$ cat src/core/smp_consts.svh
// Constants for the serial master/slave port
// Overview of operation
// - As master, the port leads every transfer; select goes low first.
// - Data runs master-to-slave on master-out, slave-to-master on master-in.
// - Both ends shift their bytes toward each other at the same time.
// - Master may raise select after each byte to realign the slave.
// - Master: clock, master-out are outputs, select only with select disable; master-in is input.
// - Slave: clock, master-out, select are inputs; master-in is output.
// - Link uses three pins, four with the select line.
// - Master offers seven clock rates from divider select and doubler.
// - Doubled fastest master clock is system clock divided by two.
// - Bit order selects least or most significant bit first.
// - A transfer-done flag is raised in master mode only and can request an interrupt.
// - Unbuffered data write during a shift raises a write collision flag.
// - Port keeps running in idle sleep and can wake the system.
// - Port runs during debugging but stops while the CPU is halted.
// - Select disable in master mode turns off multimaster detection.
// - All logic, slave clock sampling included, runs on one clock.
// - Master write starts eight-bit shift; when idle, flags set.
// - Select driven low while master forces slave mode and a flag.
// - Slave with select high tri-states master-in, drops partial byte.
// - Two-bit mode picks clock polarity and phase; opposite edges.
`ifndef SMP_CONSTS_SVH
`define SMP_CONSTS_SVH
// ==========================================================
// Clock and timing
`define SMP_CLK_PERIOD_NS 10
`define SMP_SCK_MIN_PHASE_CYC 2
// ==========================================================
// Master half-period counts, in system clocks
`define SMP_HALF_DIV2 7'h01
`define SMP_HALF_DIV4 7'h02
`define SMP_HALF_DIV8 7'h04
`define SMP_HALF_DIV16 7'h08
`define SMP_HALF_DIV32 7'h10
`define SMP_HALF_DIV64 7'h20
`define SMP_HALF_DIV128 7'h40
// ==========================================================
// Divider select codes
`define SMP_CLOCK_DIVIDER_SELECT_4 2'h0
`define SMP_CLOCK_DIVIDER_SELECT_16 2'h1
`define SMP_CLOCK_DIVIDER_SELECT_64 2'h2
`define SMP_CLOCK_DIVIDER_SELECT_128 2'h3
// ==========================================================
// Shift geometry and pin order
`define SMP_LAST_BIT 3'h7
`define SMP_LAST_EDGE 4'hF
`define SMP_PIN_SCK 0
`define SMP_PIN_MOSI 1
`define SMP_PIN_MISO 2
`define SMP_PIN_SS 3
`endif

$ cat src/core/smp_pkg.sv
// Types for the serial master/slave port
package smp_pkg;
   // ==========================================================
   // Configuration bits
   typedef struct packed {
      logic enable;
      logic master;
      logic rate_doubler;
      logic [1:0] clock_divider_select;
      logic bit_order_select;
      logic [1:0] mode;
      logic buffering_on;
      logic buffer_first_write_ctl;
      logic select_line_disable;
   } smp_ctrl_t;
   // ==========================================================
   // Event flags
   typedef struct packed {
      logic rx_done_flag;
      logic transfer_done_flag;
      logic tx_empty_flag;
      logic select_takeover_flag;
      logic write_collision_flag;
      logic rx_overflow_flag;
   } smp_flags_t;
   typedef enum logic {SMP_IDLE, SMP_SHIFT} smp_state_t;
endpackage

$ cat src/core/smp_port.sv
// Serial master/slave port: shifter, clock generator, pin control
`timescale 1ns/1ps
`default_nettype none
`include "smp_consts.svh"
module smp_port (
   input wire logic i_clk,
   input wire logic i_rst_b,
   input wire smp_pkg::smp_ctrl_t i_ctrl,
   input wire logic i_dbg_halt,
   input wire logic i_wr_valid,
   input wire logic [7:0] i_wr_data,
   input wire smp_pkg::smp_flags_t i_flag_clr,
   input wire logic i_sel_level,
   input wire logic i_sck,
   input wire logic i_mosi,
   input wire logic i_miso,
   input wire logic i_ss_b,
   output logic o_sck,
   output logic o_sck_oe_b,
   output logic o_mosi,
   output logic o_mosi_oe_b,
   output logic o_miso,
   output logic o_miso_oe_b,
   output logic o_ss_b,
   output logic o_ss_oe_b,
   output logic [7:0] o_rx_data,
   output smp_pkg::smp_flags_t o_flags,
   output logic o_master_active,
   output logic o_wake_req
);
   // ==========================================================
   // Helpers
   function automatic logic first_bit(input logic [7:0] v,
                                      input logic lsb_first);
      first_bit = lsb_first ? v[0] : v[7];
   endfunction

   function automatic logic [6:0] half_count(input logic [1:0] sel,
                                             input logic dbl);
      logic [6:0] h;
      h = `SMP_HALF_DIV128;
      unique case (sel)
         `SMP_CLOCK_DIVIDER_SELECT_4: h = dbl ? `SMP_HALF_DIV2 : `SMP_HALF_DIV4;
         `SMP_CLOCK_DIVIDER_SELECT_16: h = dbl ? `SMP_HALF_DIV8 : `SMP_HALF_DIV16;
         `SMP_CLOCK_DIVIDER_SELECT_64: h = dbl ? `SMP_HALF_DIV32 : `SMP_HALF_DIV64;
         `SMP_CLOCK_DIVIDER_SELECT_128: h = dbl ? `SMP_HALF_DIV64 : `SMP_HALF_DIV128;
      endcase
      half_count = h;
   endfunction

   // ==========================================================
   // Declarations
   logic [3:0] sync1_reg;
   logic [3:0] sync2_reg;
   logic sck_d_reg;
   logic master_reg;
   logic master_cfg_d_reg;
   smp_pkg::smp_state_t state_reg;
   logic [6:0] div_cnt_reg;
   logic [3:0] edge_cnt_reg;
   logic sck_reg;
   logic [2:0] bit_cnt_reg;
   logic [7:0] sh_reg;
   logic out_reg;
   logic [7:0] tx_buf_reg;
   logic tx_pending_reg;
   logic [7:0] rx_reg;
   smp_pkg::smp_flags_t flags_reg;
   logic run;
   logic cpol;
   logic cpha;
   logic lsb_first;
   logic sck_s;
   logic ss_s;
   logic in_bit;
   logic m_tick;
   logic s_edge;
   logic lead_ev;
   logic samp_ev;
   logic launch_ev;
   logic byte_end;
   logic busy;
   logic takeover;
   logic load_idle;
   logic load_sh;
   logic [7:0] load_val;
   logic [7:0] sh_shift;
   logic [1:0] msamp_reg;
   logic [7:0] rx_sh_reg;
   logic rx_take;
   logic rx_end;
   logic [7:0] rx_shift;

   // Halt freezes the clock generator and shifter in place; disable returns to idle
   assign run = i_ctrl.enable & ~i_dbg_halt;
   assign cpol = i_ctrl.mode[1];
   assign cpha = i_ctrl.mode[0];
   assign lsb_first = i_ctrl.bit_order_select;
   assign sck_s = sync2_reg[`SMP_PIN_SCK];
   assign ss_s = sync2_reg[`SMP_PIN_SS];
   assign in_bit = master_reg ? sync2_reg[`SMP_PIN_MISO]
                              : sync2_reg[`SMP_PIN_MOSI];

   // ==========================================================
   // Input synchronisers, all on the one system clock
   always_ff @(posedge i_clk or negedge i_rst_b)
   begin
      if (!i_rst_b)
      begin
         sync1_reg <= 4'hF;
         sync2_reg <= 4'hF;
         // Same level as the synchroniser, so no false edge after reset
         sck_d_reg <= 1'b1;
      end
      else
      begin
         sync1_reg <= {i_ss_b, i_miso, i_mosi, i_sck};
         sync2_reg <= sync1_reg;
         sck_d_reg <= sck_s;
      end
   end

   // ==========================================================
   // Edge events, common to both roles
   assign m_tick = master_reg && state_reg == smp_pkg::SMP_SHIFT &&
      div_cnt_reg == half_count(i_ctrl.clock_divider_select,
                                i_ctrl.rate_doubler) - 7'h01;
   // Slave sees clock edges only while selected
   assign s_edge = !master_reg && !ss_s && sck_s != sck_d_reg;
   assign lead_ev = run &&
      ((m_tick && sck_reg == cpol) ||
       (s_edge && sck_d_reg == cpol));
   assign samp_ev = run && (m_tick || s_edge) &&
      (lead_ev ^ cpha);
   assign launch_ev = run && (m_tick || s_edge) && !samp_ev;
   assign byte_end = master_reg ?
      (run && m_tick && edge_cnt_reg == `SMP_LAST_EDGE) :
      (samp_ev && bit_cnt_reg == `SMP_LAST_BIT);
   assign sh_shift = lsb_first ? {in_bit, sh_reg[7:1]}
                               : {sh_reg[6:0], in_bit};
   // Master takes returning data two clocks late: the pin synchroniser
   // delay, which would otherwise lose bits at the fastest rates
   assign rx_take = run && (master_reg ? msamp_reg[1] : samp_ev);
   assign rx_shift = lsb_first ? {in_bit, rx_sh_reg[7:1]}
                               : {rx_sh_reg[6:0], in_bit};
   assign rx_end = rx_take && bit_cnt_reg == `SMP_LAST_BIT;
   assign busy = master_reg ? state_reg == smp_pkg::SMP_SHIFT
                            : (!ss_s && bit_cnt_reg != 3'h0);
   // Multimaster detection, off when the select line is disabled
   assign takeover = run && master_reg &&
      !i_ctrl.select_line_disable && !ss_s;
   // The dummy buffered slave mode waits for a finished byte
   assign load_idle = run && tx_pending_reg && !busy &&
      (master_reg ? state_reg == smp_pkg::SMP_IDLE
                  : (!i_ctrl.buffering_on ||
                     i_ctrl.buffer_first_write_ctl || ss_s));
   assign load_sh = load_idle || (byte_end && tx_pending_reg);
   assign load_val = tx_buf_reg;

   // ==========================================================
   // Role: follows software, dropped on takeover
   always_ff @(posedge i_clk or negedge i_rst_b)
   begin
      if (!i_rst_b)
      begin
         master_reg <= 1'b0;
         master_cfg_d_reg <= 1'b0;
      end
      else
      begin
         master_cfg_d_reg <= i_ctrl.master;
         if (!i_ctrl.enable)
            master_reg <= i_ctrl.master;
         else if (takeover)
            master_reg <= 1'b0;
         else if (i_ctrl.master != master_cfg_d_reg)
            master_reg <= i_ctrl.master;
      end
   end

   // ==========================================================
   // Master clock generator
   always_ff @(posedge i_clk or negedge i_rst_b)
   begin
      if (!i_rst_b)
      begin
         state_reg <= smp_pkg::SMP_IDLE;
         div_cnt_reg <= 7'h00;
         edge_cnt_reg <= 4'h0;
         sck_reg <= 1'b0;
      end
      else if (!i_ctrl.enable || takeover || !master_reg)
      begin
         state_reg <= smp_pkg::SMP_IDLE;
         div_cnt_reg <= 7'h00;
         edge_cnt_reg <= 4'h0;
         sck_reg <= cpol;
      end
      else if (run)
      begin
         unique case (state_reg)
            smp_pkg::SMP_IDLE:
            begin
               sck_reg <= cpol;
               div_cnt_reg <= 7'h00;
               edge_cnt_reg <= 4'h0;
               if (load_idle)
                  state_reg <= smp_pkg::SMP_SHIFT;
            end
            smp_pkg::SMP_SHIFT:
            begin
               if (m_tick)
               begin
                  div_cnt_reg <= 7'h00;
                  sck_reg <= ~sck_reg;
                  edge_cnt_reg <= edge_cnt_reg + 4'h1;
                  if (byte_end && !tx_pending_reg)
                     state_reg <= smp_pkg::SMP_IDLE;
               end
               else
                  div_cnt_reg <= div_cnt_reg + 7'h01;
            end
         endcase
      end
   end

   // ==========================================================
   // Shifter and bit counter
   always_ff @(posedge i_clk or negedge i_rst_b)
   begin
      if (!i_rst_b)
      begin
         sh_reg <= 8'h00;
         out_reg <= 1'b0;
         bit_cnt_reg <= 3'h0;
         msamp_reg <= 2'h0;
         rx_sh_reg <= 8'h00;
      end
      else if (!i_ctrl.enable)
      begin
         bit_cnt_reg <= 3'h0;
         msamp_reg <= 2'h0;
      end
      else if (run)
      begin
         msamp_reg <= {msamp_reg[0], samp_ev && master_reg};
         if ((!master_reg && ss_s) || takeover)
            bit_cnt_reg <= 3'h0;
         else if (rx_take)
         begin
            bit_cnt_reg <= bit_cnt_reg + 3'h1;
            rx_sh_reg <= rx_shift;
         end
         if (load_sh)
         begin
            sh_reg <= load_val;
            out_reg <= first_bit(load_val, lsb_first);
         end
         else if (samp_ev)
            sh_reg <= sh_shift;
         else if (launch_ev)
            out_reg <= first_bit(sh_reg, lsb_first);
      end
   end

   // ==========================================================
   // Transmit buffer and received byte
   always_ff @(posedge i_clk or negedge i_rst_b)
   begin
      if (!i_rst_b)
      begin
         tx_buf_reg <= 8'h00;
         tx_pending_reg <= 1'b0;
         rx_reg <= 8'h00;
      end
      else if (!i_ctrl.enable)
         tx_pending_reg <= 1'b0;
      else
      begin
         // Unbuffered writes during a shift are refused
         if (i_wr_valid && (i_ctrl.buffering_on || !busy))
         begin
            tx_buf_reg <= i_wr_data;
            tx_pending_reg <= 1'b1;
         end
         else if (load_sh)
            tx_pending_reg <= 1'b0;
         if (rx_end)
            rx_reg <= rx_shift;
      end
   end

   // ==========================================================
   // Flags; a set in the clearing cycle wins
   always_ff @(posedge i_clk or negedge i_rst_b)
   begin
      if (!i_rst_b)
         flags_reg <= '0;
      else
      begin
         flags_reg.rx_done_flag <= rx_end ||
            (flags_reg.rx_done_flag && !i_flag_clr.rx_done_flag);
         flags_reg.transfer_done_flag <=
            (byte_end && master_reg && !tx_pending_reg) ||
            (flags_reg.transfer_done_flag &&
             !i_flag_clr.transfer_done_flag);
         flags_reg.tx_empty_flag <= load_sh ||
            (flags_reg.tx_empty_flag && !i_wr_valid &&
             !i_flag_clr.tx_empty_flag);
         flags_reg.select_takeover_flag <= takeover ||
            (flags_reg.select_takeover_flag &&
             !i_flag_clr.select_takeover_flag);
         flags_reg.write_collision_flag <=
            (run && i_wr_valid && busy && !i_ctrl.buffering_on) ||
            (flags_reg.write_collision_flag &&
             !i_flag_clr.write_collision_flag);
         flags_reg.rx_overflow_flag <=
            (rx_end && flags_reg.rx_done_flag &&
             !i_flag_clr.rx_done_flag) ||
            (flags_reg.rx_overflow_flag &&
             !i_flag_clr.rx_overflow_flag);
      end
   end

   // ==========================================================
   // Pin drivers, registered; enables are low while driving
   always_ff @(posedge i_clk or negedge i_rst_b)
   begin
      if (!i_rst_b)
      begin
         o_sck_oe_b <= 1'b1;
         o_mosi_oe_b <= 1'b1;
         o_miso_oe_b <= 1'b1;
         o_ss_oe_b <= 1'b1;
         o_ss_b <= 1'b1;
         o_wake_req <= 1'b0;
      end
      else
      begin
         o_sck_oe_b <= !(i_ctrl.enable && master_reg);
         o_mosi_oe_b <= !(i_ctrl.enable && master_reg);
         o_miso_oe_b <= !(i_ctrl.enable && !master_reg &&
                          !ss_s);
         // Select is driven only when not watched for other masters
         o_ss_oe_b <= !(i_ctrl.enable && master_reg &&
                        i_ctrl.select_line_disable);
         o_ss_b <= i_sel_level;
         o_wake_req <= |flags_reg;
      end
   end

   assign o_sck = sck_reg;
   assign o_mosi = out_reg;
   assign o_miso = out_reg;
   assign o_rx_data = rx_reg;
   assign o_flags = flags_reg;
   assign o_master_active = master_reg;
endmodule
`default_nettype wire

$ cat config.mk
export PLATFORM = sky130hd
export DESIGN_NAME = smp_port
export DESIGN_NICKNAME = d
export VERILOG_FILES = /design/src/core/smp_pkg.sv /design/src/core/smp_port.sv
export VERILOG_INCLUDE_DIRS = /design/src /design/src/core
export SDC_FILE = /design/constraint.sdc
export NUM_CORES = 1
export LEC_CHECK = 0
export ABC_AREA = 1
export BUFFER_PORTS_ARGS = -buffer_cell sky130_fd_sc_hd__buf_4
export CORE_MARGIN = 1
export CORE_UTILIZATION = 60
export CTS_CLUSTER_DIAMETER = 100
export CTS_CLUSTER_SIZE = 12
export DETAILED_ROUTE_END_ITERATION = 6
export PLACE_DENSITY = 0.84
export SLEW_MARGIN = 10
export SYNTH_ARGS = -nofsm -noshare
export SYNTH_HDL_FRONTEND = slang
export SYNTH_SLANG_ARGS = --single-unit
$ cat constraint.sdc
create_clock -name i_clk -period 3.5 [get_ports i_clk]
set_input_delay 0.525 -clock i_clk [delete_from_list [all_inputs] [get_ports i_clk]]
set_output_delay 0.525 -clock i_clk [all_outputs]
set_load 0.02 [all_outputs]
==> results <==
- In this run the horizontal extent of the chip is 80.5 um.
- Counting instances, the worst hold path has a depth of 1.
- Global routing used 26.3% of the available tracks across all layers.
- The first detailed-routing pass ran for 5 iterations.
- The internal power of the cells totals 1680 uW.
- The critical register-to-register path startpoint is o_master_active$_DFFE_PN0P_.
- The longest clock path from root to sink contains 2 buffers.
- The fraction of the cycle the final worst path needs is 81.8%.
- The final routed DRC violation total is 0.
- Of all cell types, the one taking the most synthesized area is sky130_fd_sc_hd__dfrtp_1.
- The signed area change from the synthesized netlist to the final layout is 19.7%.
- The number of gates resized after cts is 0.
- The congestion estimate from routability-driven global placement came to 0.839.
- By area the synthesized netlist is led by sky130_fd_sc_hd__dfrtp_1 (41%), sky130_fd_sc_hd__nand2_1 (12%), sky130_fd_sc_hd__dfstp_2 (9.2%).
- The critical path required time is 3.73 ns.
- The number of max-slew violations in the final report came to 0.
- Clock latency on the worst-skew pair, taken at its later pin, is 0.35 ns.
- The depth of the worst register-to-register path is 17.
- The launch point of the worst hold path is i_mosi.
- The number of warning messages in the yosys log is 0.
- In this run, the number of DRC markers left after iteration 0 of detailed routing was 202.
- The CTS tree is done.
- STA classifies the critical path startpoint as a primary input.
- After floorplanning, the core was sized to cover 5920 sq um.
- For this design, the sink count on the clock tree is 74.
- The initial antenna violation count is 0.
- The routed layout has 3121 vias.
- The hold buffer count at CTS is 0.
- The minimum setup slack after placement is between 0.3 and 0.4 ns.
- In this run, synthesis inferred 0 flip-flops with an integrated enable.
- The number of nets still failing antenna checks after routing is 0.
- The cell occurring most often along the worst timing path is sky130_fd_sc_hd__nand2_1.
- The shortest period the worst path allows is ~2.9 ns.
- In the final design database the tool counted 547 nets.
- The slowest stage of the critical path belongs to the cell sky130_fd_sc_hd__nand2_1.
- The reg-to-reg endpoint is o_miso$_DFFE_PN0P_.
- The via density per instance is 5.32.
- The cell area that synthesis handed to floorplanning was 3700 sq um.
- The analysis attributes to net switching a power of 591 uW.
- The number of hold violations in the final report is 0.
- The flow ran to the end, and the final reports show no timing, DRC or antenna violations.
- The total negative setup slack is 0 ns.
- The critical path data arrival time is 3.09 ns.
- Per report_power, the sequential group accounts for 45.2% of the total.
- Entering global routing, the biggest net connects 75 pins.
- The post-synth net total is about 490.
- The worst setup path is captured at a flop.
- The first-pass GRT wire length is 12800 um.
- After synthesis, the netlist uses 37 different library cells.
- The number of global-route vias before repair was 2828.
- The half-perimeter wire length of the detailed placement result is ~5500 um.
- Setup repair after global routing left no endpoint under its margin.
- The headroom to the max-slew limit is 39.6%.
- The largest vdd supply drop is 0.000469 V.
- Sequential cells were found to cover 50.5% of the synthesized design area.
- Across the run, the number of max-cap violations was 0.
- The overall overflow remaining after global route is 0.
- The share of layout cells above drive strength 1 is between 20% and 30%.
- The post-detailed-route wirelength per cell is 12.9 um.
- For this run, asynchronously set or reset flops after synthesis account for 100%.
- CTS placed an instance of sky130_fd_sc_hd__clkbuf_8 at the clock tree root.
- The number of inserted diodes is 0.
- Summed over all layers, the routed wires come to 7590 um.
- Dividing the synthesized area by the synthesized cell count gives 8.20 sq um.
- After floorplanning, the core was divided into 28 placement rows.
- In this run the vertical extent of the chip is 80.5 um.
- Setup violations remaining at the end of the flow were counted as 0.
- The H-tree was split into 3 levels.
- Along the worst path, the maximum fanout reaches 11.
- After synthesis, the largest area contributor takes up about two fifths of total cell area.
- The number of synthesized register bits is 74.
- The transition at the pin with the smallest max-transition slack is a little over 0.9 ns.
- For this configuration, the core starts out at a cell density of between 60% and 70%.
- Traced cell by cell, the critical path runs through buf_4, nor2_2, nand2_2, ha_1, xnor2_1, nor2_1, nand2_1, nor2_2, nand4_1, nand2_1, nand2_1, nand2_2, nand3_4, nand2_4, nand3_2, nand2_1, inv_1, nand3_1, nand2_1.
- The total CTS buffers is 9.
- The fraction of power spent switching nets is 26.1%.
- The top flip-flop cell by instance count after synthesis is sky130_fd_sc_hd__dfrtp_1.
- In this run, the clock network consumes 38.1% of the power.
- The clock tree skew after final layout is 0.0112 ns.
- After layout, the worst setup slack is 0.638 ns.
- The worst reg-to-reg setup slack is about 0.75 ns.
- In this run the tool buffered the top-level ports with 57 buffer cells.
- The reported leakage power is around 0.0022 uW.
- The maximum achievable frequency is 0.349 GHz.
- The terminating pin of the worst hold path is sync1_reg[1]$_DFF_PN1_.
- After technology mapping, the gate count stands at 451.
- The filler cell count in the final layout is 448.
- The path class of the tightest hold or removal check is primary input to flop.
- The number of setup buffers added after CTS is 0.
- The startpoint-to-endpoint class of the critical path is primary input to flop.
- The die covers 6480 sq um.
- Combinational logic is responsible for between 15 and 20% of the overall power.
- For this design the ratio of total power to cell area is 512 nW/um^2.
- Clock-pin slew was measured on the worst setup and hold paths at 0.07 ns.
- The maximum single-stage delay on the critical path is 0.35 ns.
- In this run the count of I/O pins placed on the die edge is 58.
power by group through the flow:
stage / clock (uW) / combinational [uW] / sequential, uW
after detailed placement: 0 / 374 / 1040
after global routing: 912 / 428 / 1040
after floorplan: 0 / 232 / 1040
after CTS: 883 / 379 / 1020
after global placement: 0 / 361 / 1040
final: 865 / 377 / 1020
cell families (layout without fill, tap and decap cells):
family                     after synthesis  after routing  synth area share, %
adders and majority gates                6              6                 2.03
DFF                                     74             74                 50.5
AOI/OAI and AO/OA                       72             72                 10.7
muxes                                    2              2                0.541
buffers and inverters                   77            138                 8.56
xor gates and xnor gates                 9              9                 2.13
and+or+nand+nor                        211            211                 25.5
worst max path at each step:
stage,startpoint,cells past startpoint,slack [ns],end
floorplan,i_ctrl[7],17,0.92,rx_sh_reg[1]$_DFFE_PN0P_
global placement,i_ctrl[7],19,0.44,o_miso$_DFFE_PN0P_
detailed placement,i_ctrl[7],19,0.37,o_miso$_DFFE_PN0P_
CTS,i_ctrl[7],19,0.68,o_miso$_DFFE_PN0P_
global route,i_ctrl[7],19,0.41,o_miso$_DFFE_PN0P_
finish,i_ctrl[7],19,0.64,o_miso$_DFFE_PN0P_
Yosys cell counts, types with 5 or more instances:
master and count:
sky130_fd_sc_hd__nor2_1 30, sky130_fd_sc_hd__inv_1 57, sky130_fd_sc_hd__o21ai_0 41, sky130_fd_sc_hd__nand4_1 6, sky130_fd_sc_hd__a21oi_1 16, sky130_fd_sc_hd__ha_1 6, sky130_fd_sc_hd__clkbuf_1 6, sky130_fd_sc_hd__nand2_1 122
sky130_fd_sc_hd__nand3_1 35, sky130_fd_sc_hd__dfrtp_1 61, sky130_fd_sc_hd__dfstp_2 13, sky130_fd_sc_hd__xor2_1 5, sky130_fd_sc_hd__o22ai_1 5
routing by layer:
metal  share of wire, %  vias to the layer above  GRT usage, %
li1                   -                     1555             -
met5                  0                        -             0
met2                 46                       94          40.6
met4                1.5                        0          10.7
met1                 47                     1462          36.6
met3                5.3                       10          4.66
cells in the final DEF (no fill, tap or decap):
master / instances
sky130_fd_sc_hd__nand2_1: 122
sky130_fd_sc_hd__dfrtp_1: 61
sky130_fd_sc_hd__buf_4: 60
sky130_fd_sc_hd__inv_1: 57
sky130_fd_sc_hd__o21ai_0: 41
sky130_fd_sc_hd__nand3_1: 35
sky130_fd_sc_hd__nor2_1: 30
sky130_fd_sc_hd__a21oi_1: 16
sky130_fd_sc_hd__dfstp_2: 13
sky130_fd_sc_hd__clkbuf_8: 10
sky130_fd_sc_hd__nand4_1: 6
sky130_fd_sc_hd__ha_1: 6
sky130_fd_sc_hd__o22ai_1: 5
sky130_fd_sc_hd__xor2_1: 5
sky130_fd_sc_hd__inv_2: 4
sky130_fd_sc_hd__xnor2_1: 4
sky130_fd_sc_hd__bufinv_16: 4
sky130_fd_sc_hd__nor2_2: 3
sky130_fd_sc_hd__nor3_1: 3
sky130_fd_sc_hd__nand2_2: 2
sky130_fd_sc_hd__o21ai_1: 2
sky130_fd_sc_hd__nand3_2: 2
sky130_fd_sc_hd__nand3_4: 2
sky130_fd_sc_hd__nand2_4: 2
sky130_fd_sc_hd__o31ai_1: 2
sky130_fd_sc_hd__nor4_1: 2
sky130_fd_sc_hd__mux2i_1: 2
sky130_fd_sc_hd__o21bai_1: 2
sky130_fd_sc_hd__a21oi_4: 1
sky130_fd_sc_hd__o2111ai_1: 1
sky130_fd_sc_hd__or2_2: 1
sky130_fd_sc_hd__a21boi_0: 1
sky130_fd_sc_hd__nor3_4: 1
sky130_fd_sc_hd__clkinv_1: 1
sky130_fd_sc_hd__o21a_1: 1
sky130_fd_sc_hd__clkbuf_1: 1
sky130_fd_sc_hd__clkinv_2: 1
worst max-delay path, delay by kind of cell:
kind                     cells  cell delay, ns
XOR/XNOR                     1            0.14
buffers and inverters        2            0.27
AND/OR/NAND/NOR             15            1.84
adder cells (fa/ha/maj)      1            0.31
through the flow:
step	instances	total power (uW)	hold WS [ns]	utilization (%)	area, sq um
finish	587	2270	0.282	74.7	4420
global route	587	2380	0.261	74.7	4420
CTS	587	2290	0.264	74.7	4420
detailed placement	571	1410	0.347	70.2	4160
global placement	571	1400	0.346	70.2	4160
floorplan	451	1270	0.229	-	3700
cell type report:
cell class | instances | area [sq um] | area share [%]
flip-flops and latches | 74 | 1870 | 42.2
multi-input cells | 300 | 1510 | 34.2
repair buffers | 60 | 450 | 10.2
inverters | 62 | 233 | 5.26
clock buffers | 11 | 141 | 3.20
clock inverters | 5 | 125 | 2.83
well taps | 75 | 93.8 | 2.12
No activity file was read; power rests on OpenSTA's default activity.
